## src/swq_pkg.sv

```systemverilog
/*
  Shared constants and carrier types for the ingress queue arbiter.
  Assumes a single fabric clock domain and 8-byte data chunks.
*/
package swq_pkg;
  // ----------------------------------------------------------------
  // Sizes
  // ----------------------------------------------------------------
  localparam int QDEPTH = 8;
  localparam int IDX_W = 3;
  localparam int PRIO_W = 2;
  localparam int NPRIO = 4;
  localparam int DEST_W = 3;
  localparam int NDEST = 8;
  localparam int NPORT = 4;
  localparam int PORT_W = 2;
  localparam int LEN_W = 9;
  localparam int RCNT_W = 4;
  localparam int TMR_W = 16;
  localparam int CH_W = 6;
  localparam int MWQ_W = 8;
  localparam int LFIFO_W = 8;
  localparam int CHUNK_BYTES = 8;
  localparam int CHUNK_SHIFT = 3;
  localparam int MAX_PKT_BYTES = 276;
  localparam int MWQ_CAP_BYTES = 1960;
  localparam int BB_CAP_BYTES = 280;
  localparam int BB_MAX_PKTS = 8;
  localparam int MAX_PKT_CH = (MAX_PKT_BYTES + CHUNK_BYTES - 1) / CHUNK_BYTES;
  localparam int MWQ_CAP_CH = MWQ_CAP_BYTES / CHUNK_BYTES;
  localparam int BB_CAP_CH = BB_CAP_BYTES / CHUNK_BYTES;
  // ----------------------------------------------------------------
  // Register map
  // ----------------------------------------------------------------
  localparam logic [7:0] CTRL_OFS = 8'h00;
  localparam logic [7:0] STAT_OFS = 8'h04;
  localparam logic [7:0] FLOW_OFS = 8'h08;
  localparam int CTRL_MODE_BIT = 0;
  localparam int CTRL_RLE_BIT = 1;
  localparam int CTRL_GEN_BIT = 2;
  localparam int CTRL_IRQ_BIT = 3;
  localparam int CTRL_PWD_BIT = 4;
  localparam int CTRL_RLV_LSB = 8;
  localparam int CTRL_THR_LSB = 16;
  localparam logic [31:0] CTRL_RST = 32'hffff_0000;
  // ----------------------------------------------------------------
  // Types
  // ----------------------------------------------------------------
  typedef enum logic [0:0] {ARB_ARRIVAL = 1'b0, ARB_STRICT2 = 1'b1} arb_mode_t;
  typedef struct packed {
    logic [PRIO_W-1:0] prio;
    logic [DEST_W-1:0] dest;
  } pkt_hdr_t;
  typedef struct packed {
    pkt_hdr_t hdr;
    logic [RCNT_W-1:0] rcnt;
  } q_entry_t;
  typedef struct packed {
    logic valid;
    logic [PRIO_W-1:0] prio;
    logic [LEN_W-1:0] len;
  } mwq_req_t;
  typedef struct packed {
    logic valid;
    logic [IDX_W-1:0] idx;
    pkt_hdr_t hdr;
  } fabric_req_t;
  typedef struct packed {
    logic [TMR_W-1:0] timer;
    logic [6:0] rsv;
    logic req_vld;
    logic [3:0] tmo_cnt;
    logic [3:0] qcnt;
  } stat_reg_t;
  typedef struct packed {
    logic [6:0] rsv0;
    logic accept;
    logic [3:0] rsv1;
    logic [3:0] bb_pkts;
    logic [1:0] rsv2;
    logic [CH_W-1:0] bb_used;
    logic [MWQ_W-1:0] mwq_used;
  } flow_reg_t;
endpackage

```

## src/switch_ingress_queue_arbiter.sv

```systemverilog
/*
  Ingress queue arbiter, head-wait timeout, multicast work queue and
  broadcast buffer admission accounting, with a Wishbone register slave.
  Assumes all inputs come from logic on I_CORE_CLK (40 MHz) and that
  requesters drop a request in the cycle after its grant.
*/
// Added by the designer: the Wishbone register port and the address map.
// What this block does
// - Strict mode two: per priority 3..0, nearest acceptable, else nearest blocked.
// - Strict mode two reorders only when the head packet is blocked.
// - With limiting, sending lower/equal priority ahead decrements the counter.
// - Sending a higher priority packet ahead leaves the counter unchanged.
// - Zero counter packet goes before lower/equal priority packets behind it.
// - Higher priority packets behind always stay eligible to pass.
// - Zero counter implies zero counters for equal/higher priority ahead.
// - Limiting off at reset, enabled by a global control bit.
// - Limit value comes from a software programmable field.
// - Timer starts when the head request goes to the fabric.
// - Timer at threshold drops the packet, interrupt if enabled.
// - Timeout also reported by port-write unless disabled.
// - Reorder clears the timer and restarts for the new head.
// - Work queue takes packets from ingress ports, never broadcast buffers.
// - Work queue admits by strict priority, round robin within a priority.
// - Work queue releases in arrival order, no watermarks.
// - Work queue forwards cut-through to the broadcast buffer.
// - Work queue is a bounded buffer of 1960 bytes.
// - Work queue refuses all while free space is below 276 bytes.
// - Broadcast buffer fed only by work queue, in order, store-and-forward.
// - Broadcast buffer holds 8 packets within 280 bytes rounded to 8.
// - Broadcast buffer stops the work queue below 8 free bytes.
module switch_ingress_queue_arbiter (
  // Clock and reset
  input wire logic I_CORE_CLK,
  input wire logic I_NRST,
  // Wishbone slave
  input wire logic I_WB_CYC,
  input wire logic I_WB_STB,
  input wire logic I_WB_WE,
  input wire logic [7:0] I_WB_ADR,
  input wire logic [31:0] I_WB_DAT,
  input wire logic [3:0] I_WB_SEL,
  output logic [31:0] O_WB_DAT,
  output logic O_WB_ACK,
  // Ingress queue fill
  input wire logic I_ENQ_VALID,
  input wire swq_pkg::pkt_hdr_t I_ENQ_HDR,
  output logic O_ENQ_READY,
  // Fabric request
  input wire logic [swq_pkg::NDEST-1:0] I_DEST_READY,
  input wire logic I_REQ_GRANT,
  output swq_pkg::fabric_req_t O_REQ,
  // Timeout reporting
  output logic O_HEAD_WAIT_IRQ,
  output logic O_PORT_WRITE,
  // Multicast work queue admission
  input wire swq_pkg::mwq_req_t [swq_pkg::NPORT-1:0] I_MWQ_REQ,
  output logic O_MWQ_ACCEPT,
  output logic [swq_pkg::NPORT-1:0] O_MWQ_GRANT,
  // Broadcast buffer egress
  output logic O_BB_PKT_VALID,
  output logic [swq_pkg::CH_W-1:0] O_BB_PKT_CHUNKS,
  input wire logic I_BB_PKT_TAKE
);
  import swq_pkg::*;

  // ----------------------------------------------------------------
  // Reset release
  // ----------------------------------------------------------------
  logic rst_meta_ff;
  logic rst_n_ff;

  // Two-stage release of the async reset
  always_ff @(posedge I_CORE_CLK or negedge I_NRST) begin
    if (!I_NRST) begin
      rst_meta_ff <= 1'b0;
      rst_n_ff <= 1'b0;
    end else begin
      rst_meta_ff <= 1'b1;
      rst_n_ff <= rst_meta_ff;
    end
  end

  // ----------------------------------------------------------------
  // Register slave
  // ----------------------------------------------------------------
  logic [31:0] ctrl_ff;
  logic [31:0] nxt_ctrl;
  logic ack_ff;
  logic [31:0] rdat_ff;
  stat_reg_t stat_w;
  flow_reg_t flow_w;

  // Decode
  wire wb_hit = I_WB_CYC & I_WB_STB & ~ack_ff;
  wire wb_wr = wb_hit & I_WB_WE & (I_WB_ADR == CTRL_OFS);
  wire [31:0] rd_mux = (I_WB_ADR == CTRL_OFS) ? ctrl_ff :
                       (I_WB_ADR == STAT_OFS) ? 32'(stat_w) :
                       (I_WB_ADR == FLOW_OFS) ? 32'(flow_w) : 32'h0000_0000;

  // Control fields
  wire arb_mode_t mode = arb_mode_t'(ctrl_ff[CTRL_MODE_BIT]);
  wire rl_en = ctrl_ff[CTRL_RLE_BIT];
  wire gen_en = ctrl_ff[CTRL_GEN_BIT];
  wire irq_en = ctrl_ff[CTRL_IRQ_BIT];
  wire port_write_disable = ctrl_ff[CTRL_PWD_BIT];
  wire [RCNT_W-1:0] rl_val = ctrl_ff[CTRL_RLV_LSB +: RCNT_W];
  wire [TMR_W-1:0] thr = ctrl_ff[CTRL_THR_LSB +: TMR_W];

  // Byte-lane write merge
  always_comb begin
    nxt_ctrl = ctrl_ff;
    for (int b = 0; b < 4; b++) begin
      if (wb_wr && I_WB_SEL[b]) begin
        nxt_ctrl[8*b +: 8] = I_WB_DAT[8*b +: 8];
      end
    end
  end

  // Control register and one-cycle ack
  always_ff @(posedge I_CORE_CLK or negedge rst_n_ff) begin
    if (!rst_n_ff) begin
      ctrl_ff <= CTRL_RST;
      ack_ff <= 1'b0;
      rdat_ff <= 32'h0000_0000;
    end else begin
      ctrl_ff <= nxt_ctrl;
      ack_ff <= wb_hit;
      rdat_ff <= wb_hit ? rd_mux : rdat_ff;
    end
  end

  assign O_WB_ACK = ack_ff;
  assign O_WB_DAT = rdat_ff;

  // ----------------------------------------------------------------
  // Ingress request queue
  // ----------------------------------------------------------------
  q_entry_t q_ff [QDEPTH];
  logic [IDX_W:0] cnt_ff;
  fabric_req_t req_ff;
  logic [TMR_W-1:0] tmr_ff;
  logic [3:0] tmo_cnt_ff;
  logic irq_ff;
  logic pw_ff;
  logic [QDEPTH-1:0] live;
  logic [QDEPTH-1:0] elig;
  logic [QDEPTH-1:0] acc;
  logic [QDEPTH-1:0] dec;
  logic [IDX_W-1:0] sel;

  // Handshakes and removal
  assign O_ENQ_READY = cnt_ff < (IDX_W+1)'(QDEPTH);
  wire push = I_ENQ_VALID & O_ENQ_READY;
  wire gnt = I_REQ_GRANT & req_ff.valid;
  wire tmo = req_ff.valid & ~I_REQ_GRANT & gen_en & (thr != '0) & (tmr_ff == thr);
  wire rm = gnt | tmo;
  wire [IDX_W:0] wr_idx = cnt_ff - (IDX_W+1)'(rm);
  wire q_entry_t ld_ent = '{hdr: I_ENQ_HDR, rcnt: rl_val};

  genvar k;
  genvar i;
  generate
    for (k = 0; k < QDEPTH; k++) begin : g_ent
      logic [QDEPTH-1:0] blk;
      q_entry_t held;
      q_entry_t nxt_q;
      assign live[k] = (IDX_W+1)'(k) < cnt_ff;
      // An earlier zero-counter packet of equal or higher priority holds this one back
      for (i = 0; i < QDEPTH; i++) begin : g_blk
        if (i < k) begin : g_ahead
          assign blk[i] = live[i] & rl_en & (q_ff[i].rcnt == '0) &
                          (q_ff[i].hdr.prio >= q_ff[k].hdr.prio);
        end else begin : g_behind
          assign blk[i] = 1'b0;
        end
      end
      assign elig[k] = live[k] & ~|blk;
      assign acc[k] = elig[k] & I_DEST_READY[q_ff[k].hdr.dest];
      // Entries ahead of a sent packet of lower/equal priority lose one step
      assign dec[k] = gnt & rl_en & (IDX_W'(k) < req_ff.idx) & (q_ff[k].rcnt != '0) &
                      (req_ff.hdr.prio <= q_ff[k].hdr.prio);
      assign held = dec[k] ? '{hdr: q_ff[k].hdr, rcnt: q_ff[k].rcnt - 1'b1} : q_ff[k];
      if (k < QDEPTH - 1) begin : g_shift
        assign nxt_q = (push && wr_idx == (IDX_W+1)'(k)) ? ld_ent :
                       (rm && IDX_W'(k) >= req_ff.idx) ? q_ff[k+1] : held;
      end else begin : g_last
        assign nxt_q = (push && wr_idx == (IDX_W+1)'(k)) ? ld_ent : held;
      end
      // Entry storage
      always_ff @(posedge I_CORE_CLK or negedge rst_n_ff) begin
        if (!rst_n_ff) begin
          q_ff[k] <= '0;
        end else begin
          q_ff[k] <= nxt_q;
        end
      end
    end
  endgenerate

  // Packet selection, later hits override earlier ones
  always_comb begin
    sel = '0;
    if (mode == ARB_STRICT2 && !acc[0]) begin
      for (int p = 0; p < NPRIO; p++) begin
        for (int j = QDEPTH - 1; j >= 0; j--) begin
          if (elig[j] && q_ff[j].hdr.prio == PRIO_W'(p)) begin
            sel = IDX_W'(j);
          end
        end
        for (int j = QDEPTH - 1; j >= 0; j--) begin
          if (acc[j] && q_ff[j].hdr.prio == PRIO_W'(p)) begin
            sel = IDX_W'(j);
          end
        end
      end
    end
  end

  // Timer keeps running only while the same packet stays selected
  wire same_req = req_ff.valid & ~rm & live[0] & (sel == req_ff.idx);
  wire [TMR_W-1:0] nxt_tmr = same_req ? tmr_ff + 1'b1 : '0;
  wire fabric_req_t nxt_req = '{valid: live[0] & ~rm, idx: sel, hdr: q_ff[sel].hdr};

  // Queue count, request, timer and reporting
  always_ff @(posedge I_CORE_CLK or negedge rst_n_ff) begin
    if (!rst_n_ff) begin
      cnt_ff <= '0;
      req_ff <= '0;
      tmr_ff <= '0;
      tmo_cnt_ff <= '0;
      irq_ff <= 1'b0;
      pw_ff <= 1'b0;
    end else begin
      cnt_ff <= wr_idx + (IDX_W+1)'(push);
      req_ff <= nxt_req;
      tmr_ff <= nxt_tmr;
      tmo_cnt_ff <= tmo_cnt_ff + 4'(tmo);
      irq_ff <= tmo & irq_en;
      pw_ff <= tmo & ~port_write_disable;
    end
  end

  assign O_REQ = req_ff;
  assign O_HEAD_WAIT_IRQ = irq_ff;
  assign O_PORT_WRITE = pw_ff;

  // ----------------------------------------------------------------
  // Multicast work queue admission
  // ----------------------------------------------------------------
  logic [MWQ_W-1:0] mwq_used_ff;
  logic [PORT_W-1:0] rr_ff;
  logic [PRIO_W-1:0] top_p;
  logic [NPORT-1:0] cand;
  logic [PORT_W-1:0] pick;
  logic [PORT_W-1:0] probe;
  logic pick_vld;
  logic [CH_W-1:0] mlen_mem [1 << LFIFO_W];
  logic [LFIFO_W-1:0] mwr_ff;
  logic [LFIFO_W-1:0] mrd_ff;

  // Highest requesting priority among ingress ports
  always_comb begin
    top_p = '0;
    for (int n = 0; n < NPORT; n++) begin
      if (I_MWQ_REQ[n].valid && I_MWQ_REQ[n].prio > top_p) begin
        top_p = I_MWQ_REQ[n].prio;
      end
    end
  end

  generate
    for (k = 0; k < NPORT; k++) begin : g_cand
      assign cand[k] = I_MWQ_REQ[k].valid & (I_MWQ_REQ[k].prio == top_p);
    end
  endgenerate

  // Round robin among equals, port after the last winner first
  always_comb begin
    pick = '0;
    pick_vld = 1'b0;
    probe = '0;
    for (int n = NPORT; n >= 1; n--) begin
      probe = rr_ff + PORT_W'(n);
      if (cand[probe]) begin
        pick = probe;
        pick_vld = 1'b1;
      end
    end
  end

  // Only ingress ports reach this arbiter
  wire [MWQ_W-1:0] mwq_free = MWQ_W'(MWQ_CAP_CH) - mwq_used_ff;
  assign O_MWQ_ACCEPT = mwq_free >= MWQ_W'(MAX_PKT_CH);
  wire admit = O_MWQ_ACCEPT & pick_vld;
  assign O_MWQ_GRANT = NPORT'(admit) << pick;
  wire [LEN_W-1:0] len_rnd = I_MWQ_REQ[pick].len + LEN_W'(CHUNK_BYTES - 1);
  wire [CH_W-1:0] adm_ch = CH_W'(len_rnd >> CHUNK_SHIFT);

  // ----------------------------------------------------------------
  // Work queue to broadcast buffer transfer
  // ----------------------------------------------------------------
  logic [CH_W-1:0] left_ff;
  logic [CH_W-1:0] bb_used_ff;
  logic [3:0] bb_pkts_ff;
  logic [3:0] bb_done_ff;
  logic [CH_W-1:0] blen_ff [BB_MAX_PKTS];
  logic [2:0] bwr_ff;
  logic [2:0] brd_ff;

  // Chunk movement, one 8-byte chunk per cycle
  wire bb_room = bb_used_ff < CH_W'(BB_CAP_CH);
  wire mwq_pkt = mwr_ff != mrd_ff;
  wire start = (left_ff == '0) & mwq_pkt & (bb_pkts_ff < 4'(BB_MAX_PKTS));
  wire fwd = bb_room & ((left_ff != '0) | start);
  wire [CH_W-1:0] head_len = mlen_mem[mrd_ff];
  wire done = fwd & (start ? head_len == CH_W'(1) : left_ff == CH_W'(1));
  wire take = I_BB_PKT_TAKE & O_BB_PKT_VALID;
  wire [CH_W-1:0] take_len = take ? blen_ff[brd_ff] : '0;

  // Length records in arrival order
  always_ff @(posedge I_CORE_CLK) begin
    if (admit) begin
      mlen_mem[mwr_ff] <= adm_ch;
    end
  end

  // Broadcast buffer packet sizes
  always_ff @(posedge I_CORE_CLK) begin
    if (fwd && start) begin
      blen_ff[bwr_ff] <= head_len;
    end
  end

  // Occupancy and pointers
  always_ff @(posedge I_CORE_CLK or negedge rst_n_ff) begin
    if (!rst_n_ff) begin
      mwq_used_ff <= '0;
      rr_ff <= '0;
      mwr_ff <= '0;
      mrd_ff <= '0;
      left_ff <= '0;
      bb_used_ff <= '0;
      bb_pkts_ff <= '0;
      bb_done_ff <= '0;
      bwr_ff <= '0;
      brd_ff <= '0;
    end else begin
      mwq_used_ff <= mwq_used_ff + (admit ? MWQ_W'(adm_ch) : '0) - MWQ_W'(fwd);
      rr_ff <= admit ? pick : rr_ff;
      mwr_ff <= mwr_ff + LFIFO_W'(admit);
      mrd_ff <= mrd_ff + LFIFO_W'(fwd & start);
      left_ff <= !fwd ? left_ff : start ? head_len - 1'b1 : left_ff - 1'b1;
      bb_used_ff <= bb_used_ff + CH_W'(fwd) - take_len;
      bb_pkts_ff <= bb_pkts_ff + 4'(fwd & start) - 4'(take);
      bb_done_ff <= bb_done_ff + 4'(done) - 4'(take);
      bwr_ff <= bwr_ff + 3'(fwd & start);
      brd_ff <= brd_ff + 3'(take);
    end
  end

  assign O_BB_PKT_VALID = bb_done_ff != '0;
  assign O_BB_PKT_CHUNKS = blen_ff[brd_ff];

  // ----------------------------------------------------------------
  // Status views
  // ----------------------------------------------------------------
  assign stat_w = '{timer: tmr_ff, rsv: '0, req_vld: req_ff.valid, tmo_cnt: tmo_cnt_ff, qcnt: cnt_ff};
  assign flow_w = '{rsv0: '0, accept: O_MWQ_ACCEPT, rsv1: '0, bb_pkts: bb_pkts_ff, rsv2: '0,
                    bb_used: bb_used_ff, mwq_used: mwq_used_ff};

endmodule // switch_ingress_queue_arbiter

```

## config.mk

```make
export PLATFORM = sky130hd
export DESIGN_NAME = switch_ingress_queue_arbiter
export DESIGN_NICKNAME = d
export VERILOG_FILES = /design/src/swq_pkg.sv /design/src/switch_ingress_queue_arbiter.sv
export SDC_FILE = /design/constraint.sdc
export NUM_CORES = 2
export LEC_CHECK = 0
export ABC_CLOCK_PERIOD_IN_PS = 7500
export BUFFER_PORTS_ARGS = -buffer_cell sky130_fd_sc_hd__buf_4
export CAP_MARGIN = 20
export CELL_PAD_IN_SITES_DETAIL_PLACEMENT = 1
export CELL_PAD_IN_SITES_GLOBAL_PLACEMENT = 1
export CORE_ASPECT_RATIO = 1.75
export CORE_MARGIN = 5
export CORE_UTILIZATION = 55
export CTS_CLUSTER_SIZE = 10
export DETAILED_ROUTE_END_ITERATION = 8
export GPL_TIMING_DRIVEN = 0
export PLACE_DENSITY_LB_ADDON = 0.1
export REMOVE_ABC_BUFFERS = 1
export SLEW_MARGIN = 10
export SYNTH_ARGS = -nofsm -noshare
export SYNTH_HDL_FRONTEND = slang
export SYNTH_SLANG_ARGS = --single-unit
```

## constraint.sdc

```tcl
create_clock -name I_CORE_CLK -period 7.5 [get_ports I_CORE_CLK]
set_clock_uncertainty 0.1 [all_clocks]
set_input_delay 1.125 -clock I_CORE_CLK [delete_from_list [all_inputs] [get_ports I_CORE_CLK]]
set_output_delay 1.125 -clock I_CORE_CLK [all_outputs]
set_load 0.01 [all_outputs]
```

==> metrics.md <==
| Metric | Value |
|---|---|
| Clock share of power | between 20% and 30% |
| ANT nets after route | 0 |
| Mapped Area | 78100 um2 |
| Number of synthesized flops with an enable pin | 1584 |
| Syn Area/Cell | 17.6 um2 |
| Detailed Routing Iterations Pass 1 | 5 |
| Yosys reg bits | between 1500 and 2000 |
| CTS Root Cell | clkbuf_16 |
| Crit path max-delay cell type | a2111o_2 |
| Met2 global-route usage | between 50% and 60% |
| Total Wirelength | 215000 um |
| Maximum number of pins on one net before global-route repair | 85 |
| Sequential cell area | around 53000 um2 |
| Critical Path RT | 8.10 ns |
| Fmax | about 140 MHz |
| First-pass GRT wire length | 317000 um |
| Met1 usage | 33.6% |
| Placement Rows | 183 |
| Clock Path Buffers | 3 |
| Share of post-route cells with drive strength above 1 | about a quarter |
| Worst slew margin | between 20 and 25% |
| Comb pwr share | 35.8% |
| Number of global-route vias before repair | 46700 |
| Sequential Power Share | between 40% and 50% |
| MaxCap Viol Count | 0 |
| Primary FF master, synth | edfxtp_1 |
| DR iter-0 viols | 3402 |
| CP Data Arrival Time | around 7.9 ns |
| Detailed-placement wirelength estimate | 145000 um |
| CTS tree | built |
| Clock sink total | 1810 |
| Mux contribution to synthesized area | about 17% |
| PwrDens | 401 nW/um2 |
| Final nets | 4980 |
| GR peak layer | met2 |
| Final Cell Area | 89400 um2 |
| Status | complete, no violations |
| Cell Count, Final, Fillers Out | around 6700 |
| Mapped Cells | about 4400 |
| Placed Cells | about 6300 |
| Buf/Inv on CP | 10 |
| R2r startpoint | mrd_ff[0] |
| CTS buffer count | 199 |
| Synth Area in Compound Gates | 3.60% |
| H-tree depth | 4 |
| Dpl ws | -3.07 ns |
| Footprint of the multi-input gates | 24000 um2 |
| Initial antenna violation count | 1 |
| Final-report hold violation count | 0 |
| Fill cells | 12000 |
| Number of port buffers | approximately 170 |
| Die ar. | 150000 um2 |
| All-Layer GR Usage | 28.7% |
| NetSw | 12.1 mW |
| Xor/xnor share of the synthesized area | 1.24% |
| Startpoint Class | input port |
| Main combinational cell family by area after synthesis | multiplexers |
| Clk Latency, worst-skew pair | 0.82 ns |
| Final Critical Period | 7.33 ns |
| Met3 GRT Util | under 10% |
| Least-Margin Pin Slew | 1.14 ns |
| Post-place instance area | between 80000 and 90000 um2 |
| Synth Area in Adders | 2.38% |
| Final period utilization | a little over nine tenths |
| Sw Ratio | between 30% and 40% |
| Leak | 29.9 nW |
| Synth Area in Simple Gates | 5.45% |
| Critical path class | in2reg |
| Peak supply drop | 0.000264 V |
| CP Launch Point | I_MWQ_REQ[10] |
| CP max stage delay | 0.48 ns |
| Post-synthesis sequential area ratio | 68.2% |
| Core ar. | around 140000 um2 |
| Internal power | 23.8 mW |
| Via density | 6.43 |
| # setup viols final | 0 |
| Cell mode on critical path | buf_4 |
| Synth cell types | 99 |
| Critical path endpoint category | register |
| Max FO, Critical Path | 6 |
| Overflow after GRT | 0 |
| GP Congestion | 0.941 |
| Post-synth ARST share | 12.5% |
| Clk slew on worst S/H paths | 0.06 ns |
| Via Count | 42800 |
| Worst Slack Setup Final | 0.172 ns |
| DRC Markers | 0 |
| Pwr Total | 35.9 mW |
| WL/cell | approximately 32 um |
| I/O pin total | 170 |
| Min-delay worst type | reg2async |
| Syn. warnings | 0 |
| Area growth syn-to-layout | 14.5% |
| Die Ht | about 500 um |
| Slew Viols, Final | 0 |
| Die W | approximately 290 um |
| Crit-path leading delay family | compound AO/OA/AOI/OAI gates |
| Initial Util | 55.1% |
==> worst register-to-register path: stages (launching register included) <==
cell and delay (ns):
dfrtp_4 0.89, buf_16 0.35, buf_16 0.36, buf_16 0.30
mux4_2 0.63, mux4_2 0.57, mux4_2 0.57, mux2i_1 0.63
a21oi_1 0.52, nor2_1 0.21, nand4_1 0.13, nand2_1 0.12
nand2_1 0.14, ha_1 0.39, inv_1 0.05, ha_1 0.16
inv_1 0.06, fa_1 0.38, xnor2_1 0.14
==> Yosys cell counts (59+ instances only) <==
| cell type | instances | share of area (%) |
|---|---|---|
| a21oi_1 | 141 | 0.90 |
| clkbuf_1 | 141 | 0.68 |
| dfrtp_1 | 210 | 6.7 |
| edfxtp_1 | 1584 | 61 |
| ha_1 | 142 | 2.3 |
| inv_1 | 113 | 0.54 |
| mux2_2 | 71 | 1.0 |
| mux2i_1 | 68 | 0.87 |
| mux4_2 | 535 | 15 |
| nand2_1 | 185 | 0.89 |
| nor2_1 | 449 | 2.2 |
| o21ai_0 | 59 | 0.38 |
| xnor2_1 | 71 | 0.80 |
==> state kept, by name, summed over array words and instances (netlist names), 9 cells and up <==
register / flops
q_ff: 72
tmr_ff: 16
ctrl_ff: 32
O_WB_DAT: 32
blen_ff: 48
O_REQ: 9
mlen_mem: 1536
==> layout by cell type, fill, tap and decap left out, types with 15 or more instances in the layout <==
cell	count
a21oi_1	137
a221oi_1	26
and3_1	15
buf_12	20
buf_16	51
buf_4	211
buf_6	26
clkbuf_1	74
clkbuf_16	202
dfrtp_1	203
dfstp_2	16
edfxtp_1	1584
ha_1	137
inv_1	113
mux2_2	71
mux2i_1	59
mux4_2	535
nand2_1	167
nand2_2	18
nand2b_1	41
nand3_1	47
nor2_1	447
nor2b_1	19
nor3_1	41
nor4_1	20
o21ai_0	53
xnor2_1	67
xor2_1	37
==> per-layer routing <==
metal / up-vias / routed length [um]
met5: - / 0
li1: 18100 / -
met2: 1466 / 118000
met4: 0 / 10400
met1: 22800 / 74900
met3: 416 / 10900
==> through the flow <==
stage	TNS, ns	hold WS [ns]	util, %
global route	-0.154	0.0693	63.1
CTS	-0.0483	0.0596	62.8
detailed placement	-4790.87	0.0500	58.6
floorplan	-	0.231	-
finish	0	0.0547	63.1
global placement	-	0.236	56.9
==> power by group through the flow <==
stage                     clock, mW  sequential (mW)  combinational [mW]
final                          8.70             14.4                12.8
after global routing           9.31             14.4                13.7
after CTS                      8.83             14.3                12.7
after detailed placement          0             14.5                12.3
after global placement            0             15.0                9.09
after floorplan                   0             15.3                7.91
==> path summary, 6_finish.rpt <==
check | endpoint | slack, ns | depth (start not counted)
worst max-delay path | mwq_used_ff[6] | 0.17 | 39
worst min-delay path | bb_done_ff[2] | 0.05 | 0
worst max register to register | bb_done_ff[2] | 0.69 | 18
worst min register to register | bb_done_ff[2] | 0.05 | 0
max in group asynchronous | mwr_ff[4] | 5.96 | 3
min in group I_CORE_CLK | rst_n_ff | 0.26 | 0
==> logic make-up (layout without fill, tap and decap cells) <==
kind of cell,count (synthesis),after routing
buffers and inverters,346,725
adders and majority gates,146,146
DFF,1810,1810
AOI/OAI and AO/OA,415,415
xor gates and xnor gates,111,111
other,1,3
and+or+nand+nor,928,928
muxes,674,674
==> area by class of cell <==
| type | instances | area share [%] |
|---|---|---|
| Antenna cell | 2 | 0.00560 |
| Clock buffer | 275 | 5.93 |
| Clock inverter | 15 | 0.329 |
| Inverter | 116 | 0.487 |
| Multi-Input combinational cell | 2275 | 26.8 |
| Sequential cell | 1810 | 59.5 |
| Tap cell | 1850 | 2.59 |
| Timing Repair Buffer | 319 | 4.30 |
==> what timing repair did <==
item                                     CTS  global route
pin swaps                                 17            21
endpoints found under the setup margin  3024          1258
setup buffers                             19            21
gates resized for setup                   49            30
hold buffers                               1             0
gates cloned                               1             1
endpoints found under the hold margin      2             0
(Power assumes the default switching activity.)
